--- src/verilog/qcc_pkg.sv ---
// qcc_pkg: shared constants and types for the counter channel and its host end
// assumes: one clock, synchronous active-low reset on both ends
package qcc_pkg;

  localparam int unsigned CNT_W          = 32;
  localparam int unsigned CFG_W          = 16;

  // ---------------------------------------------------------------
  // counter type encoding
  // ---------------------------------------------------------------
  localparam logic        TYPE_CIRCULAR  = 1'b0;
  localparam logic        TYPE_LINEAR    = 1'b1;

  // ---------------------------------------------------------------
  // output mode encoding
  // ---------------------------------------------------------------
  localparam logic        OUT_AUTO       = 1'b0;
  localparam logic        OUT_MANUAL     = 1'b1;

  // ---------------------------------------------------------------
  // limits and reset values
  // ---------------------------------------------------------------
  localparam logic [31:0] CIRC_MAX       = 32'hFFFF_FFFF;
  localparam logic [31:0] LIN_MAX        = 32'h7FFF_FFFF;
  localparam logic [31:0] LIN_MIN        = 32'h8000_0000;
  localparam logic [31:0] ZERO32         = 32'h0000_0000;
  localparam logic [31:0] ONE32          = 32'h0000_0001;

  // ---------------------------------------------------------------
  // configuration word fields
  // ---------------------------------------------------------------
  localparam int unsigned CFG_IDX_LSB    = 0;
  localparam int unsigned CFG_IDX_MSB    = 3;
  localparam int unsigned CFG_ERR_LSB    = 4;
  localparam int unsigned CFG_ERR_MSB    = 7;
  localparam logic [3:0]  CFG_FIELD_ON   = 4'h1;
  localparam logic [15:0] CFG_RESET      = 16'h0000;

  // count step encoding
  typedef enum logic [1:0] {
    QCC_STEP_NONE = 2'b00,
    QCC_STEP_UP   = 2'b01,
    QCC_STEP_DOWN = 2'b10
  } qcc_step_t;

  // host-side command sequence
  typedef enum logic [2:0] {
    QCC_H_IDLE  = 3'b001,
    QCC_H_ARM   = 3'b010,
    QCC_H_CLEAR = 3'b100
  } qcc_hstate_t;

endpackage

--- src/verilog/qcc_if.sv ---
// qcc_if: variable exchange between host controller and counter channel
// assumes: refresh is a one-cycle strobe driven by the host end
`timescale 1ns/1ps
interface qcc_if;
  import qcc_pkg::*;
  logic              refresh;
  logic              load_preset_cmd;
  logic              clear_count_cmd;
  logic [CNT_W-1:0]  load_value_signed;
  logic              count_type_select;
  logic [CNT_W-1:0]  high_limit_setting;
  logic [CNT_W-1:0]  low_limit_setting;
  logic [CFG_W-1:0]  index_and_errgen_cfg;
  logic              out_mode_select;
  logic              dout0_manual_level;
  logic              dout1_manual_level;
  logic              err_dout0_level;
  logic              err_dout1_level;
  logic              auto_dout0_level;
  logic              auto_dout1_level;
  logic [CNT_W-1:0]  signed_count_value;
  logic [CNT_W-1:0]  wrap_count_value;
  logic              above_limit_flag;
  logic              below_limit_flag;
  logic              din0_level;
  logic              din1_level;
  logic              dout0_state;
  logic              dout1_state;
  logic              err_code_valid;
  modport dev (
    input  refresh, load_preset_cmd, clear_count_cmd, load_value_signed, count_type_select,
           high_limit_setting, low_limit_setting, index_and_errgen_cfg, out_mode_select,
           dout0_manual_level, dout1_manual_level, err_dout0_level, err_dout1_level,
           auto_dout0_level, auto_dout1_level,
    output signed_count_value, wrap_count_value, above_limit_flag, below_limit_flag,
           din0_level, din1_level, dout0_state, dout1_state, err_code_valid
  );
  modport host (
    output refresh, load_preset_cmd, clear_count_cmd, load_value_signed, count_type_select,
           high_limit_setting, low_limit_setting, index_and_errgen_cfg, out_mode_select,
           dout0_manual_level, dout1_manual_level, err_dout0_level, err_dout1_level,
           auto_dout0_level, auto_dout1_level,
    input  signed_count_value, wrap_count_value, above_limit_flag, below_limit_flag,
           din0_level, din1_level, dout0_state, dout1_state, err_code_valid
  );
endinterface

--- src/verilog/qcc_channel.sv ---
// qcc_channel: one 32-bit counter channel, device end of the exchange
// assumes: count steps and index pulse from an already decoded, synchronous source;
// digital input pins are asynchronous and synchronised here
`timescale 1ns/1ps
module qcc_channel
  import qcc_pkg::*;
(
  input  wire logic       clk,
  input  wire logic       nrst,
  qcc_if.dev              link,
  input  wire logic       step_up,
  input  wire logic       step_down,
  input  wire logic       index_pulse,
  input  wire logic       din0_pin,
  input  wire logic       din1_pin,
  output logic            dout0_pin,
  output logic            dout1_pin,
  output logic            err_store_we,
  output logic [1:0]      err_store_code
);

  // ---------------------------------------------------------------
  // state
  // ---------------------------------------------------------------
  logic [CNT_W-1:0] count_q,   count_d;
  logic             ovf_q,     ovf_d;
  logic             udf_q,     udf_d;
  logic             prst_q,    prst_d;
  logic             rst_q,     rst_d;
  logic [1:0]       din_s1_q,  din_s2_q;
  logic             dout0_q,   dout0_d;
  logic             dout1_q,   dout1_d;
  logic             errv_q,    errv_d;
  logic             we_q,      we_d;
  logic [1:0]       code_q,    code_d;

  logic [CNT_W-1:0] circ_lim;
  logic [CNT_W-1:0] lin_hi;
  logic [CNT_W-1:0] lin_lo;
  logic             idx_en;
  logic             err_en;
  logic             frozen;
  qcc_step_t        step;

  // ---------------------------------------------------------------
  // effective limits
  // ---------------------------------------------------------------
  always_comb begin
    // circular limit: zero selects the maximum
    circ_lim = (link.high_limit_setting == ZERO32) ? CIRC_MAX : link.high_limit_setting;
    if (link.high_limit_setting == ZERO32 || link.low_limit_setting == ZERO32) begin
      lin_hi = LIN_MAX;
      lin_lo = LIN_MIN;
    end else begin
      lin_hi = link.high_limit_setting;
      lin_lo = link.low_limit_setting;
    end
    idx_en = (link.index_and_errgen_cfg[CFG_IDX_MSB:CFG_IDX_LSB] == CFG_FIELD_ON);
    err_en = (link.index_and_errgen_cfg[CFG_ERR_MSB:CFG_ERR_LSB] == CFG_FIELD_ON);
    frozen = ovf_q || udf_q;
    if (step_up && !step_down) begin
      step = QCC_STEP_UP;
    end else if (step_down && !step_up) begin
      step = QCC_STEP_DOWN;
    end else begin
      step = QCC_STEP_NONE;
    end
  end

  // ---------------------------------------------------------------
  // counter next state
  // ---------------------------------------------------------------
  always_comb begin
    count_d = count_q;
    ovf_d   = ovf_q;
    udf_d   = udf_q;
    prst_d  = prst_q;
    rst_d   = rst_q;
    we_d    = 1'b0;
    code_d  = code_q;
    errv_d  = errv_q;
    if (link.refresh) begin
      prst_d = link.load_preset_cmd;
      rst_d  = link.clear_count_cmd;
    end
    if (link.count_type_select == TYPE_CIRCULAR) begin
      ovf_d = 1'b0;
      udf_d = 1'b0;
      unique case (step)
        QCC_STEP_UP:   count_d = (count_q >= circ_lim) ? ZERO32 : count_q + ONE32;
        QCC_STEP_DOWN: count_d = (count_q == ZERO32 || count_q > circ_lim) ? circ_lim : count_q - ONE32;
        QCC_STEP_NONE: count_d = count_q;
      endcase
    end else if (!frozen) begin
      unique case (step)
        QCC_STEP_UP: begin
          if ($signed(count_q) >= $signed(lin_hi)) begin
            ovf_d = 1'b1;
          end else begin
            count_d = count_q + ONE32;
          end
        end
        QCC_STEP_DOWN: begin
          if ($signed(count_q) <= $signed(lin_lo)) begin
            udf_d = 1'b1;
          end else begin
            count_d = count_q - ONE32;
          end
        end
        QCC_STEP_NONE: count_d = count_q;
      endcase
      if ((ovf_d || udf_d) && err_en) begin
        we_d   = 1'b1;
        code_d = {udf_d, ovf_d};
      end
      if (ovf_d || udf_d) begin
        errv_d = 1'b1;
      end
    end
    if (idx_en && index_pulse) begin
      count_d = ZERO32;
    end
    if (link.refresh && link.load_preset_cmd && !prst_q) begin
      count_d = link.load_value_signed;
      ovf_d   = 1'b0;
      udf_d   = 1'b0;
      errv_d  = 1'b0;
    end
    if (link.refresh && link.clear_count_cmd && !rst_q) begin
      count_d = ZERO32;
      ovf_d   = 1'b0;
      udf_d   = 1'b0;
      errv_d  = 1'b0;
    end
  end

  // ---------------------------------------------------------------
  // digital outputs
  // ---------------------------------------------------------------
  always_comb begin
    if (errv_q) begin
      dout0_d = link.err_dout0_level;
      dout1_d = link.err_dout1_level;
    end else if (link.out_mode_select == OUT_MANUAL) begin
      dout0_d = link.dout0_manual_level;
      dout1_d = link.dout1_manual_level;
    end else begin
      dout0_d = link.auto_dout0_level;
      dout1_d = link.auto_dout1_level;
    end
  end

  always_ff @(posedge clk) begin
    if (!nrst) begin
      count_q  <= ZERO32;
      ovf_q    <= 1'b0;
      udf_q    <= 1'b0;
      prst_q   <= 1'b0;
      rst_q    <= 1'b0;
      din_s1_q <= 2'b00;
      din_s2_q <= 2'b00;
      dout0_q  <= 1'b0;
      dout1_q  <= 1'b0;
      errv_q   <= 1'b0;
      we_q     <= 1'b0;
      code_q   <= 2'b00;
    end else begin
      count_q  <= count_d;
      ovf_q    <= ovf_d;
      udf_q    <= udf_d;
      prst_q   <= prst_d;
      rst_q    <= rst_d;
      din_s1_q <= {din1_pin, din0_pin};
      din_s2_q <= din_s1_q;
      dout0_q  <= dout0_d;
      dout1_q  <= dout1_d;
      errv_q   <= errv_d;
      we_q     <= we_d;
      code_q   <= code_d;
    end
  end

  // ---------------------------------------------------------------
  // status to host
  // ---------------------------------------------------------------
  assign link.signed_count_value = count_q;
  assign link.wrap_count_value   = count_q;
  assign link.above_limit_flag   = ovf_q;
  assign link.below_limit_flag   = udf_q;
  assign link.din0_level         = din_s2_q[0];
  assign link.din1_level         = din_s2_q[1];
  assign link.dout0_state        = dout0_q;
  assign link.dout1_state        = dout1_q;
  assign link.err_code_valid     = errv_q;
  assign dout0_pin               = dout0_q;
  assign dout1_pin               = dout1_q;
  assign err_store_we            = we_q;
  assign err_store_code          = code_q;

endmodule

--- src/flat_wrapper.sv ---
// flat-port wrapper written by rule: the top's interface ports become plain ports
module qcc_channel_flat import qcc_pkg::*;
  (clk, nrst, step_up, step_down, index_pulse, din0_pin, din1_pin, dout0_pin, dout1_pin, err_store_we, err_store_code, link_refresh, link_load_preset_cmd, link_clear_count_cmd, link_load_value_signed, link_count_type_select, link_high_limit_setting, link_low_limit_setting, link_index_and_errgen_cfg, link_out_mode_select, link_dout0_manual_level, link_dout1_manual_level, link_err_dout0_level, link_err_dout1_level, link_auto_dout0_level, link_auto_dout1_level, link_signed_count_value, link_wrap_count_value, link_above_limit_flag, link_below_limit_flag, link_din0_level, link_din1_level, link_dout0_state, link_dout1_state, link_err_code_valid);
  qcc_if link_i ();
  input  wire logic clk;
  input  wire logic nrst;
  input  wire logic step_up;
  input  wire logic step_down;
  input  wire logic index_pulse;
  input  wire logic din0_pin;
  input  wire logic din1_pin;
  output logic dout0_pin;
  output logic dout1_pin;
  output logic err_store_we;
  output logic [1:0] err_store_code;
  input wire logic [$bits(link_i.refresh)-1:0] link_refresh;
  input wire logic [$bits(link_i.load_preset_cmd)-1:0] link_load_preset_cmd;
  input wire logic [$bits(link_i.clear_count_cmd)-1:0] link_clear_count_cmd;
  input wire logic [$bits(link_i.load_value_signed)-1:0] link_load_value_signed;
  input wire logic [$bits(link_i.count_type_select)-1:0] link_count_type_select;
  input wire logic [$bits(link_i.high_limit_setting)-1:0] link_high_limit_setting;
  input wire logic [$bits(link_i.low_limit_setting)-1:0] link_low_limit_setting;
  input wire logic [$bits(link_i.index_and_errgen_cfg)-1:0] link_index_and_errgen_cfg;
  input wire logic [$bits(link_i.out_mode_select)-1:0] link_out_mode_select;
  input wire logic [$bits(link_i.dout0_manual_level)-1:0] link_dout0_manual_level;
  input wire logic [$bits(link_i.dout1_manual_level)-1:0] link_dout1_manual_level;
  input wire logic [$bits(link_i.err_dout0_level)-1:0] link_err_dout0_level;
  input wire logic [$bits(link_i.err_dout1_level)-1:0] link_err_dout1_level;
  input wire logic [$bits(link_i.auto_dout0_level)-1:0] link_auto_dout0_level;
  input wire logic [$bits(link_i.auto_dout1_level)-1:0] link_auto_dout1_level;
  output wire logic [$bits(link_i.signed_count_value)-1:0] link_signed_count_value;
  output wire logic [$bits(link_i.wrap_count_value)-1:0] link_wrap_count_value;
  output wire logic [$bits(link_i.above_limit_flag)-1:0] link_above_limit_flag;
  output wire logic [$bits(link_i.below_limit_flag)-1:0] link_below_limit_flag;
  output wire logic [$bits(link_i.din0_level)-1:0] link_din0_level;
  output wire logic [$bits(link_i.din1_level)-1:0] link_din1_level;
  output wire logic [$bits(link_i.dout0_state)-1:0] link_dout0_state;
  output wire logic [$bits(link_i.dout1_state)-1:0] link_dout1_state;
  output wire logic [$bits(link_i.err_code_valid)-1:0] link_err_code_valid;
  assign link_i.refresh = link_refresh;
  assign link_i.load_preset_cmd = link_load_preset_cmd;
  assign link_i.clear_count_cmd = link_clear_count_cmd;
  assign link_i.load_value_signed = link_load_value_signed;
  assign link_i.count_type_select = link_count_type_select;
  assign link_i.high_limit_setting = link_high_limit_setting;
  assign link_i.low_limit_setting = link_low_limit_setting;
  assign link_i.index_and_errgen_cfg = link_index_and_errgen_cfg;
  assign link_i.out_mode_select = link_out_mode_select;
  assign link_i.dout0_manual_level = link_dout0_manual_level;
  assign link_i.dout1_manual_level = link_dout1_manual_level;
  assign link_i.err_dout0_level = link_err_dout0_level;
  assign link_i.err_dout1_level = link_err_dout1_level;
  assign link_i.auto_dout0_level = link_auto_dout0_level;
  assign link_i.auto_dout1_level = link_auto_dout1_level;
  assign link_signed_count_value = link_i.signed_count_value;
  assign link_wrap_count_value = link_i.wrap_count_value;
  assign link_above_limit_flag = link_i.above_limit_flag;
  assign link_below_limit_flag = link_i.below_limit_flag;
  assign link_din0_level = link_i.din0_level;
  assign link_din1_level = link_i.din1_level;
  assign link_dout0_state = link_i.dout0_state;
  assign link_dout1_state = link_i.dout1_state;
  assign link_err_code_valid = link_i.err_code_valid;
  qcc_channel u_core (.clk(clk), .nrst(nrst), .link(link_i), .step_up(step_up), .step_down(step_down), .index_pulse(index_pulse), .din0_pin(din0_pin), .din1_pin(din1_pin), .dout0_pin(dout0_pin), .dout1_pin(dout1_pin), .err_store_we(err_store_we), .err_store_code(err_store_code));
endmodule
--- config.mk ---
export PLATFORM = sky130hd
export DESIGN_NAME = qcc_channel_flat
export DESIGN_NICKNAME = d
export VERILOG_FILES = /design/src/verilog/qcc_pkg.sv /design/src/verilog/qcc_if.sv /design/src/verilog/qcc_channel.sv /design/src/flat_wrapper.sv
export SDC_FILE = /design/constraint.sdc
export NUM_CORES = 1
export LEC_CHECK = 0
export BUFFER_PORTS_ARGS = -buffer_cell sky130_fd_sc_hd__buf_2
export CORE_MARGIN = 2
export CORE_UTILIZATION = 38
export DETAILED_ROUTE_END_ITERATION = 7
export MAX_ROUTING_LAYER = met4
export PLACE_DENSITY = 0.68
export SYNTH_ARGS = -nofsm -noshare
export SYNTH_HDL_FRONTEND = slang
export SYNTH_SLANG_ARGS = --single-unit
--- constraint.sdc ---
create_clock -name clk -period 6.3 [get_ports clk]
set_clock_uncertainty 0.15 [all_clocks]
set_input_delay 0.63 -clock clk [delete_from_list [all_inputs] [get_ports clk]]
set_output_delay 0.63 -clock clk [all_outputs]
set_load 0.01 [all_outputs]
==> metrics.log <==
[metrics] GRT Residual Overflow: 0
[metrics] ant diodes: 0
[metrics] cells taking the most area after synthesis: sky130_fd_sc_hd__ha_1, sky130_fd_sc_hd__dfxtp_1, sky130_fd_sc_hd__nand2_1
[metrics] slew margin rel.: 32.5%
[metrics] floorplan row count: 49
[metrics] number of buffers added by the clock tree synthesis step: 5
[metrics] # port buffers: 197
[metrics] cts-stage hold buffer count: 0
[metrics] global-route wire length before repair: 39200 µm
[metrics] startpoint-to-endpoint class of the critical path: input port to flip-flop
[metrics] async set or reset register ratio after synthesis: 0%
[metrics] number of distinct library cells after synthesis: 68
[metrics] status: finished clean
[metrics] Hold/Removal Path Class: flip-flop to flip-flop
[metrics] Die Span Y: around 140 µm
[metrics] count of H-tree levels built during CTS: 2
[metrics] syn_area_per_cell: 7.06 µm²
[metrics] Post-CTS Setup Repair Bufs: 0
[metrics] number of filler instances in the final layout: 1881
[metrics] Worst setup endpoint: u_core.link.signed_count_value[26]$_SDFFE_PP0P_
[metrics] Register Area: 921 µm²
[metrics] CP Launch Point: link_high_limit_setting[24]
[metrics] wirelength, routed: roughly 25000 µm
[metrics] TritonRoute pass-1 iters: 8
[metrics] prevailing post-synth register cell: sky130_fd_sc_hd__dfxtp_1
[metrics] internal reg-to-reg setup slack: 2.26 ns
[metrics] max-cap violation count: 0
[metrics] number of nets in the final layout: approximately 1300
[metrics] sequential-to-total area share from yosys stat: 13.4%
[metrics] top fanout value on the critical path: 52
[metrics] Core ar.: between 15000 and 20000 µm²
[metrics] maximum number of buffers from clock root to sink: 2
[metrics] source of the worst register-to-register timing path: u_core.link.signed_count_value[20]$_SDFFE_PP0P_
[metrics] Setup Slack @ Placement: 1.04 ns
[metrics] area share of the leading cell type in the synthesized netlist: 18.4%
[metrics] Worst Max-Slew Pin Slew: around 1 ns
[metrics] Synth warnings: 0
[metrics] setup repair after global routing missed its margin: false
[metrics] CTS root buffer: sky130_fd_sc_hd__clkbuf_16
[metrics] Data required, critical path: 6.37 ns
[metrics] Final ANT Viol Nets: 0
[metrics] fraction of layout cells with a size suffix above 1: 21.5%
[metrics] number of pins exceeding their max-slew limit in the final report: 0
[metrics] kind of end point of the critical path: flip-flop
[metrics] die area: around 19000 µm²
[metrics] number of gates resized after cts: 0
[metrics] leading area contributor after synthesis: sky130_fd_sc_hd__ha_1
[metrics] initial antenna violation count: 0
[metrics] max frequency: around 200 MHz
[metrics] PnR worst setup slack: 1.31 ns
[metrics] number of enable flip-flop cells after synthesis: 0
[metrics] final worst path period need: approximately 5.0 ns
[metrics] Critical Path Start Type: input port
[metrics] detailed-placement wirelength estimate: between 15000 and 20000 µm
[metrics] CTS tree: yes
[metrics] starting utilization of the core area: 38.5%
[metrics] CTS sink cnt: 46
[metrics] final setup vio count: 0
[metrics] hold violation total from the final report: 0
[metrics] cell area after synthesis: between 6000 and 7000 µm²
[metrics] final standard cell utilization of the core: 44.3%
[metrics] Final Hold Slack: 0.289 ns
[metrics] average wire per standard cell: 19.0 µm
[metrics] vias: approximately 7900
[metrics] Vias/cell: 5.96
[metrics] fin cells: between 1000 and 1500
[metrics] Max rail drop VDD: around 120 µV
[metrics] post-route fraction of the period consumed by the critical path: between 70% and 80%
[metrics] Syn Inst Count: 972
[metrics] Static Leakage: ~3.7 nW
[metrics] Critical R2R Capture: u_core.link.signed_count_value[11]$_SDFFE_PP0P_
[metrics] pin count of the biggest net entering global routing: 53
[metrics] instance count after placement with tap cells included: 1318
[metrics] total power per unit cell area: 172 nW/µm²
[metrics] Synth Net Count: 1203
[metrics] Total Routing Usage GR: 26.1%
[metrics] Yosys reg bits: 46
[metrics] depth of the worst register-to-register path: 10
[metrics] clock-pin transition on the worst setup and hold timing paths: approximately 0.060 ns
[metrics] die extent in x: between 100 and 150 µm
[metrics] worst skew pair latency: between 0.2 and 0.3 ns
[metrics] violation count after the first detailed-routing iteration: 895
[metrics] I/O Pins: 206
[metrics] post-detailed-route DRC marker count: 0
[metrics] Crit path arrival time: roughly 5.1 ns
[metrics] Fin Setup TNS: 0 ns
[metrics] multi-input combinational cell area: 5400 µm²
[metrics] final RePlAce weighted congestion: around 0.95
[metrics] layout overhead on the synthesized area: 15.2%
[metrics] vias in the first global route: a little over 7000
## cells in the mapped netlist (all sizes together), types with 5 or more instances
cell type and n:
dfxtp 46, nor2b 8, nand2 105, nand2b 5, and2 10, a211oi 9
a222oi 5, a221oi 16, o211ai 10, xnor2 21, o31ai 6, inv 13
and4 8, clkbuf 43, a31oi 8, nand4 32, buf 49, ha 101
o21ai 69, nor4 31, a21oi 73, nand3 37, xor2 25, nor3 60
or3 6, nor2 100, mux2i 9
## worst min path at each step
stage                                                to                           from  cells past startpoint  slack, ns
after floorplan           u_core.din_s2_q[0]$_SDFF_PN0_  u_core.din_s1_q[0]$_SDFF_PN0_                      1       0.26
after global placement    u_core.din_s2_q[1]$_SDFF_PN0_  u_core.din_s1_q[1]$_SDFF_PN0_                      1       0.27
after detailed placement  u_core.din_s2_q[1]$_SDFF_PN0_  u_core.din_s1_q[1]$_SDFF_PN0_                      1       0.27
after CTS                 u_core.din_s2_q[1]$_SDFF_PN0_  u_core.din_s1_q[1]$_SDFF_PN0_                      1       0.29
after global routing      u_core.din_s2_q[0]$_SDFF_PN0_  u_core.din_s1_q[0]$_SDFF_PN0_                      1       0.31
final                     u_core.din_s2_q[0]$_SDFF_PN0_  u_core.din_s1_q[0]$_SDFF_PN0_                      1       0.29
## flip-flops by register name, indices dropped and copies added, names as in the netlist
name / count
u_core.link.signed_count_value: 32
u_core.din_s1_q: 2
u_core.din_s2_q: 2
u_core.err_store_code: 2
u_core.dout0_pin: 1
u_core.dout1_pin: 1
u_core.err_store_we: 1
u_core.link.above_limit_flag: 1
u_core.link.below_limit_flag: 1
u_core.link.err_code_valid: 1
u_core.prst_q: 1
u_core.rst_q: 1
## power breakdown
part           total [mW]  internal, mW  leakage [nW]  switching [mW]
logic               0.681         0.288          3.28           0.393
registers           0.419         0.317         0.377           0.102
clock network       0.264         0.145        0.0629           0.118
total                1.36         0.750          3.72           0.613
## cell usage in the layout, fill, tap and decap left out, types with 4 or more instances in the layout
master,n
sky130_fd_sc_hd__a211oi_1,9
sky130_fd_sc_hd__mux2i_1,9
sky130_fd_sc_hd__or2_2,4
sky130_fd_sc_hd__buf_2,197
sky130_fd_sc_hd__ha_1,101
sky130_fd_sc_hd__nor3_2,5
sky130_fd_sc_hd__nand2_1,104
sky130_fd_sc_hd__nor2_1,96
sky130_fd_sc_hd__clkbuf_16,5
sky130_fd_sc_hd__nand4_1,32
sky130_fd_sc_hd__nor4_1,31
sky130_fd_sc_hd__a222oi_1,5
sky130_fd_sc_hd__o211ai_1,10
sky130_fd_sc_hd__a21oi_1,73
sky130_fd_sc_hd__nand2b_1,5
sky130_fd_sc_hd__or3_1,6
sky130_fd_sc_hd__and4_1,8
sky130_fd_sc_hd__a221oi_1,16
sky130_fd_sc_hd__a21o_1,4
sky130_fd_sc_hd__a31oi_1,8
sky130_fd_sc_hd__nand3_1,36
sky130_fd_sc_hd__inv_1,13
sky130_fd_sc_hd__o21ai_0,49
sky130_fd_sc_hd__xor2_1,25
sky130_fd_sc_hd__o31ai_1,6
sky130_fd_sc_hd__o21ai_1,20
sky130_fd_sc_hd__buf_4,9
sky130_fd_sc_hd__xnor2_1,21
sky130_fd_sc_hd__dfxtp_1,46
sky130_fd_sc_hd__and3_1,4
sky130_fd_sc_hd__nor2b_1,8
sky130_fd_sc_hd__nor3_1,55
sky130_fd_sc_hd__and2_1,10
sky130_fd_sc_hd__a21boi_0,4
## metrics by stage
| step | total power [mW] | cell area [µm²] |
|---|---|---|
| floorplan | 0.876 | 6860 |
| global placement | 1.08 | 7770 |
| detailed placement | 1.09 | 7770 |
| CTS | 1.36 | 7910 |
| global route | 1.46 | 7910 |
| finish | 1.36 | 7910 |
## logic make-up after synthesis
logic type | Yosys count | synth area share (%)
fa+ha+maj | 101 | 18.4
mux | 9 | 1.31
compound gates | 242 | 22.4
buf+inv | 106 | 8.17
flops | 46 | 13.4
simple gates | 422 | 30.5
xor+xnor | 46 | 5.87
## critical path, cell delays in order
cell	delay (ns)
sky130_fd_sc_hd__buf_2	0.12
sky130_fd_sc_hd__nor4_1	0.37
sky130_fd_sc_hd__nand4_1	0.24
sky130_fd_sc_hd__nor2_4	0.51
sky130_fd_sc_hd__buf_12	0.30
sky130_fd_sc_hd__nor3_1	0.09
sky130_fd_sc_hd__ha_1	0.32
sky130_fd_sc_hd__nand4_1	0.12
sky130_fd_sc_hd__nor3_1	0.07
sky130_fd_sc_hd__a31o_2	0.25
sky130_fd_sc_hd__or3b_2	0.47
sky130_fd_sc_hd__o31a_1	0.34
sky130_fd_sc_hd__o31ai_1	0.35
sky130_fd_sc_hd__a21o_1	0.21
sky130_fd_sc_hd__buf_12	0.21
sky130_fd_sc_hd__nand2_1	0.20
sky130_fd_sc_hd__o21ai_1	0.22
## per-layer routing
metal | vias to the layer above | track usage (%) | part of all wire, %
li1 | 3857 | - | -
met3 | 55 | 2.53 | 8.0
met1 | 3592 | 37.0 | 45
met4 | 0 | 8.97 | 3.0
met5 | - | - | 0
met2 | 392 | 38.6 | 44
## area by class of cell
class                   count  share of cell area, %
clock buffers               6                   1.63
well taps                 229                   3.62
multi-input cells         820                   68.2
clock inverters             1                 0.0950
inverters                  14                  0.665
repair buffers            209                   14.1
flip-flops and latches     46                   11.6
Power figures use the tool's default switching activity.
